[config.mk]
export PLATFORM = sky130hd
export DESIGN_NAME = ttx_host_port
export DESIGN_NICKNAME = d
export VERILOG_FILES = /design/src/ttx_pkg.sv /design/src/ttx_sync.sv /design/src/ttx_host_port.sv
export SDC_FILE = /design/constraint.sdc
export NUM_CORES = 1
export LEC_CHECK = 0
export BUFFER_PORTS_ARGS = -buffer_cell sky130_fd_sc_hd__buf_4
export CAP_MARGIN = 15
export CORE_ASPECT_RATIO = 1.25
export CORE_MARGIN = 4
export CORE_UTILIZATION = 48
export CTS_BUF_LIST = sky130_fd_sc_hd__clkbuf_16
export DETAILED_ROUTE_END_ITERATION = 8
export PLACE_DENSITY_LB_ADDON = 0.3
export RECOVER_POWER = 25
export SYNTH_ARGS = -nofsm -noshare
export SYNTH_HDL_FRONTEND = slang
export SYNTH_HIERARCHICAL = 1
export SYNTH_SLANG_ARGS = --single-unit
[constraint.sdc]
create_clock -name clock -period 1.22 [get_ports clock]
set_clock_uncertainty 0.05 [all_clocks]
set_input_delay 0.122 -clock clock [delete_from_list [all_inputs] [get_ports clock]]
set_output_delay 0.122 -clock clock [all_outputs]
set_load 0.01 [all_outputs]
[src/ttx_pkg.sv]
package ttx_pkg;

	// Host port widths and the number of stages in a pin synchroniser.
	localparam int HOST_DATA_W = 4;
	localparam int SYNC_STAGES = 2;

	// Values of the register pick input.
	localparam logic PICK_DATA = 1'h0;
	localparam logic PICK_CTRL = 1'h1;

	// Control nibble, written with the pick input high.
	localparam int CTRL_IRQ_MODE_BIT = 0;
	localparam logic [3:0] CTRL_RESET = 4'h1;

	// Status nibble, read with the pick input high.
	localparam int STAT_RX_BIT = 0;
	localparam int STAT_TX_BIT = 1;
	localparam int STAT_DSTEER_BIT = 2;

	// Oscillator rate and the latch settle delay counted in oscillator cycles.
	localparam int OSC_HZ = 3579545;
	localparam int SETTLE_OSC_CYCLES = 4;

	// Host pins as they arrive at the device.
	typedef struct packed {
		logic csN;
		logic rdN;
		logic wrN;
		logic pick;
		logic [HOST_DATA_W-1:0] data;
	} ttx_host_pins_t;

	localparam int HOST_PINS_W = $bits(ttx_host_pins_t);

	// Idle levels of the host pins, used as the synchroniser reset value.
	localparam ttx_host_pins_t HOST_PINS_IDLE = '{csN: 1'h1, rdN: 1'h1, wrN: 1'h1, pick: 1'h0, data: 4'h0};

	typedef enum logic [1:0] {
		STEER_FREE,
		STEER_SETTLE,
		STEER_HELD
	} ttx_steer_t;

endpackage : ttx_pkg

[src/ttx_sync.sv]
`timescale 1ns/1ns
module ttx_sync import ttx_pkg::*; #(
	parameter int WIDTH = 1,
	parameter logic [WIDTH-1:0] RESET_VALUE = '0
) (
	// Clock and reset.
	input wire logic clock,
	input wire logic resetN,
	// Asynchronous input and its synchronised copy.
	input wire logic [WIDTH-1:0] asyncIn,
	output logic [WIDTH-1:0] syncOut
);

	logic [WIDTH-1:0] stage1;
	logic [WIDTH-1:0] next_stage1;
	logic [WIDTH-1:0] next_syncOut;

	initial begin
		if (WIDTH < 1) begin
			$error("ttx_sync needs a width of at least one");
		end
	end

	always_comb begin
		next_stage1 = asyncIn;
		next_syncOut = stage1;
	end

	always_ff @(posedge clock or negedge resetN) begin
		if (!resetN) begin
			stage1 <= RESET_VALUE;
			syncOut <= RESET_VALUE;
		end else begin
			stage1 <= next_stage1;
			syncOut <= next_syncOut;
		end
	end

endmodule : ttx_sync

[src/ttx_host_port.sv]
`timescale 1ns/1ns
// Notes on behaviour
// - The data lines float whenever the select is high or the read strobe is high.
// - The register pick input chooses which register a read or write strobe reaches.
// - In interrupt mode the request pin pulls low after a tone burst is sent or a tone pair is received.
// - In call progress mode the request pin follows the squared-up in-band signal.
// - Early pair detect goes high on a valid tone pair and low on any loss of it.
// - Steer above threshold registers the detected pair and updates the output latch.
// - Steer below threshold frees the device to take a new pair.
// - The guard output resets the steering network and depends on early detect and the steer level.
// - All internal timing comes from the oscillator input at its nominal rate; here only the settle delay counts oscillator edges, the rest runs on clock.
// - Registering a pair latches its four-bit code into the receive data register.
// - A read of the receive data register drives the code onto the data lines.
// - In interrupt mode the request pin stays low while the delayed steering flag is set.
module ttx_host_port import ttx_pkg::*; #(
	parameter int SETTLE_CYCLES = SETTLE_OSC_CYCLES
) (
	// Clock and reset.
	input wire logic clock,
	input wire logic rst_b,
	// Oscillator input.
	input wire logic osc_in,
	// Host port pins.
	input wire ttx_host_pins_t hostPins,
	output logic [HOST_DATA_W-1:0] hostDataOut,
	output logic hostDataOeN,
	// Request or tone activity open-drain pin.
	output logic requestOrToneActivityOut,
	output logic requestOrToneActivityOeN,
	// Steer pin and early detect output.
	input wire logic steerIn,
	output logic guardTimeDrive,
	output logic guardOeN,
	output logic earlyPairDetect,
	// Detector and transmitter side.
	input wire logic pairValid,
	input wire logic [HOST_DATA_W-1:0] pairCode,
	input wire logic toneBurstSent,
	input wire logic callProgressIn
);

	localparam int CNT_W = $clog2(SETTLE_CYCLES + 1);

	logic [1:0] resetSync;
	logic resetN;
	ttx_host_pins_t hostS;
	logic steerS;
	logic oscS;
	logic cpS;
	logic wrPrev;
	logic rdPrev;
	logic oscPrev;
	logic rdActive;
	logic wrRise;
	logic statusReadEnd;
	logic oscTick;
	logic [HOST_DATA_W-1:0] ctrl;
	logic [HOST_DATA_W-1:0] rxData;
	logic [HOST_DATA_W-1:0] status;
	logic rxFlag;
	logic txFlag;
	logic irqMode;
	ttx_steer_t state;
	logic [CNT_W-1:0] settleCount;
	ttx_steer_t next_state;
	logic [CNT_W-1:0] next_settleCount;
	logic [HOST_DATA_W-1:0] next_ctrl;
	logic [HOST_DATA_W-1:0] next_rxData;
	logic [HOST_DATA_W-1:0] next_hostDataOut;
	logic next_rxFlag;
	logic next_txFlag;
	logic next_earlyPairDetect;

	initial begin
		if (SETTLE_CYCLES < 1) begin
			$error("SETTLE_CYCLES must be at least one");
		end
	end

	always_ff @(posedge clock or negedge rst_b) begin
		if (!rst_b) begin
			resetSync <= 2'h0;
		end else begin
			resetSync <= {resetSync[0], 1'h1};
		end
	end
	assign resetN = resetSync[1];

	ttx_sync #(.WIDTH(HOST_PINS_W), .RESET_VALUE(HOST_PINS_IDLE)) hostSync (
		.clock(clock),
		.resetN(resetN),
		.asyncIn(hostPins),
		.syncOut(hostS)
	);

	ttx_sync #(.WIDTH(3), .RESET_VALUE(3'h1)) lineSync (
		.clock(clock),
		.resetN(resetN),
		.asyncIn({steerIn, osc_in, callProgressIn}),
		.syncOut({steerS, oscS, cpS})
	);

	assign oscTick = oscS && !oscPrev;
	assign rdActive = !hostS.csN && !hostS.rdN;
	assign statusReadEnd = rdPrev && !(rdActive && hostS.pick == PICK_CTRL);
	assign wrRise = hostS.wrN && !wrPrev && !hostS.csN;
	assign irqMode = ctrl[CTRL_IRQ_MODE_BIT];

	always_comb begin
		status = '0;
		status[STAT_RX_BIT] = rxFlag;
		status[STAT_TX_BIT] = txFlag;
		status[STAT_DSTEER_BIT] = (state == STEER_HELD);
	end

	always_comb begin
		next_state = state;
		next_settleCount = settleCount;
		next_rxData = rxData;
		case (state)
			STEER_FREE: begin
				if (steerS) begin
					next_rxData = pairCode;
					next_settleCount = '0;
					next_state = STEER_SETTLE;
				end
			end
			STEER_SETTLE: begin
				if (!steerS) begin
					next_state = STEER_FREE;
				end else if (oscTick) begin
					if (settleCount == CNT_W'(SETTLE_CYCLES - 1)) begin
						next_state = STEER_HELD;
					end else begin
						next_settleCount = settleCount + CNT_W'(1);
					end
				end
			end
			default: begin
				if (!steerS) begin
					next_state = STEER_FREE;
				end
			end
		endcase
	end

	// sticky event flags, set wins over clear.
	always_comb begin
		next_rxFlag = rxFlag;
		next_txFlag = txFlag;
		// Flags clear when a status read ends, so that the read returns them first.
		if (statusReadEnd) begin
			next_rxFlag = 1'h0;
			next_txFlag = 1'h0;
		end
		if (state == STEER_SETTLE && next_state == STEER_HELD) begin
			next_rxFlag = 1'h1;
		end
		if (toneBurstSent) begin
			next_txFlag = 1'h1;
		end
	end

	always_comb begin
		next_ctrl = ctrl;
		if (wrRise && hostS.pick == PICK_CTRL) begin
			next_ctrl = hostS.data;
		end
		next_hostDataOut = (hostS.pick == PICK_DATA) ? rxData : status;
		next_earlyPairDetect = pairValid;
	end

	always_ff @(posedge clock or negedge resetN) begin
		if (!resetN) begin
			state <= STEER_FREE;
			settleCount <= '0;
			rxData <= '0;
			rxFlag <= 1'h0;
			txFlag <= 1'h0;
			ctrl <= CTRL_RESET;
			hostDataOut <= '0;
			earlyPairDetect <= 1'h0;
			wrPrev <= 1'h1;
			rdPrev <= 1'h0;
			oscPrev <= 1'h1;
		end else begin
			state <= next_state;
			settleCount <= next_settleCount;
			rxData <= next_rxData;
			rxFlag <= next_rxFlag;
			txFlag <= next_txFlag;
			ctrl <= next_ctrl;
			hostDataOut <= next_hostDataOut;
			earlyPairDetect <= next_earlyPairDetect;
			wrPrev <= hostS.wrN;
			rdPrev <= rdActive && hostS.pick == PICK_CTRL;
			oscPrev <= oscS;
		end
	end

	assign hostDataOeN = !rdActive;
	// guard drive while steer is high.
	assign guardOeN = !steerS;
	assign guardTimeDrive = earlyPairDetect;
	assign requestOrToneActivityOut = 1'h0;
	// in interrupt mode, held low while delayed steering is set.
	assign requestOrToneActivityOeN = irqMode ? !(rxFlag || txFlag || state == STEER_HELD) : cpS;
endmodule : ttx_host_port

==> results.tsv <==
metric	value	unit
layout cells sized above 1	60.14	%
pre-CTS setup slack	-0.2366	ns
CTS sink cnt	38	
Die X	55.77	µm
fin nets	163	
initial antenna violation count	0	
antenna viol nets, final	0	
element type at the critical path end	flop	
ant diodes	0	
Overall Global Routing Usage	16.71	%
DR pass1 iterations	3	
CTS tree	built	
# H-tree levels	2	
CTS max path bufs	2	
placed cell area	1674	µm²
Remaining DRCs	0	
DP HPWL	1660	µm
Worst Setup Slack, final	-0.2537	ns
FMAX	678.6	MHz
DIE AREA	3776	µm²
Mapped Area	1369	µm²
Max-Cap Viols	0	
Cells after Synth	86	
CP Launch Type	flop	
detailed-route via count	860	
crit path time final	1.474	ns
Setup crit start	settleCount[0]	
run status	complete, but fails checks	
First DRT Iteration DRCs	20	
Ys Warns	6	
Routed WL	2782	µm
Skew-Pair Late Insertion Delay	0.27	ns
r2r startpoint	settleCount[0]	
Num CTS Buffers	5	
Critical Path RT	1.32	ns
TNS Setup	-1.732	ns
register area	965.9	µm²
worst min-delay path class	primary input to flop	
synthesis-to-layout area growth	48.81	%
wire per inst	15.72	µm
Leak	0.9519	nW
vias in the first global route	948	
first-pass GRT wire length	4595	µm
PortBufs	24	
Core Footprint	2706	µm²
# rows	21	
Core Util, Final	75.27	%
Critical Path AT	1.57	ns
Vias per Instance	4.859	
Pins Over Slew Limit	0	
I/O Pins	29	
syn nets	107	
Hold Crit Start	pairCode[1]	
initial core utilization	50.58	%
filler cell count	170	
CP Class	flop to flop	
Final Setup Violations	11	
Finished Cell Area	2037	µm²
failing checks	setup timing	
Period Utilization, post-route	120.8	%
worst vdd ir	0.001513	V
endpoints failing hold	0	
Overflow after GRT	0	
hold_ws	0.02976	ns
clk slew on worst S/H paths	0.06	ns
largest net degree at the start of global routing	30	
syn_area_per_cell	15.92	µm²
peak fanout along the critical path	3	
root buf cell	clkbuf_16	
Die Y	67.71	µm
RSZ-0062 raised after global routing	true	
routability congestion estimate	0.7166	
Power per Cell Area	1497	nW/µm²
area of the multi-input gates	437.9	µm²
[report_power, final]
group          internal [mW]  switching, mW  leakage [nW]  total (mW)
clock                  0.744          0.464        0.0672        1.21
sequential              1.38         0.0621         0.442        1.44
combinational          0.250          0.147         0.443       0.397
total                   2.38          0.673         0.952        3.05
[metrics by stage]
step                      power [mW]  cells
after floorplan                1.611     86
after global placement         1.754    152
after detailed placement       1.776    152
after CTS                      3.034    176
after global routing           3.191    177
final                          3.049    177
[sequential cells by signal, indices dropped and copies added, names as in the netlist]
register / flops
resetSync: 2
hostSync/next_syncOut: 5
lineSync/next_syncOut: 3
hostDataOut: 4
lineSync/syncOut: 3
ctrl: 1
state: 2
rxData: 4
settleCount: 3
oscPrev: 1
wrPrev: 1
rdPrev: 1
txFlag: 1
hostSync/syncOut: 5
rxFlag: 1
earlyPairDetect: 1
[placed cells by master, fill, tap and decap left out, drive strengths merged, types with 3 or more instances in the layout]
master,n
mux2,9
a21o,3
nand4b,3
buf,40
dlygate4sd3,11
nor2,3
dfrtp,27
dfstp,11
clkbuf,6
nand3,5
[worst max-delay path: stages, from the launching register on]
cell,delay (ns)
dfrtp_1,0.38
ha_2,0.20
ha_4,0.17
or3b_4,0.39
nand3_2,0.08
o211ai_1,0.08
[worst paths after layout]
path,to,slack [ns],depth (start not counted)
max,settleCount[2],-0.25,5
min,rxData[1],0.03,2
max reg2reg,settleCount[2],-0.25,5
min reg2reg,lineSync/next_syncOut[1],0.11,0
max in group asynchronous,hostSync/syncOut[7],0.47,1
min in group asynchronous,lineSync/next_syncOut[1],0.11,0
[layout make-up]
class                      count  share of cell area, %
sequential                    38                  47.42
clock inverter                 3                 0.7985
inverter                       2                 0.3686
clock buffer                   5                  6.143
tap                           34                  2.088
multi-input combinational     43                  21.50
timing repair buffer          52                  21.68
[metal layers]
metal | vias to the layer above | global-route usage (%) | part of all wire, %
li1 | 401 | - | -
met3 | 4 | 4.398 | 4.0
met1 | 430 | 18.58 | 39
met5 | - | 0 | 0
met4 | 0 | 6.383 | 1.3
met2 | 25 | 30.77 | 55
[repair_timing]
action / CTS / global route
pin swaps: 2 / 3
resized for setup: 8 / 9
setup endpoints to repair: 11 / 15
buffers inserted: 5 / 1
hold buffers: 11 / 0
hold endpoints to repair: 12 / 0
Note: power is estimated with default switching activity, not from simulation.
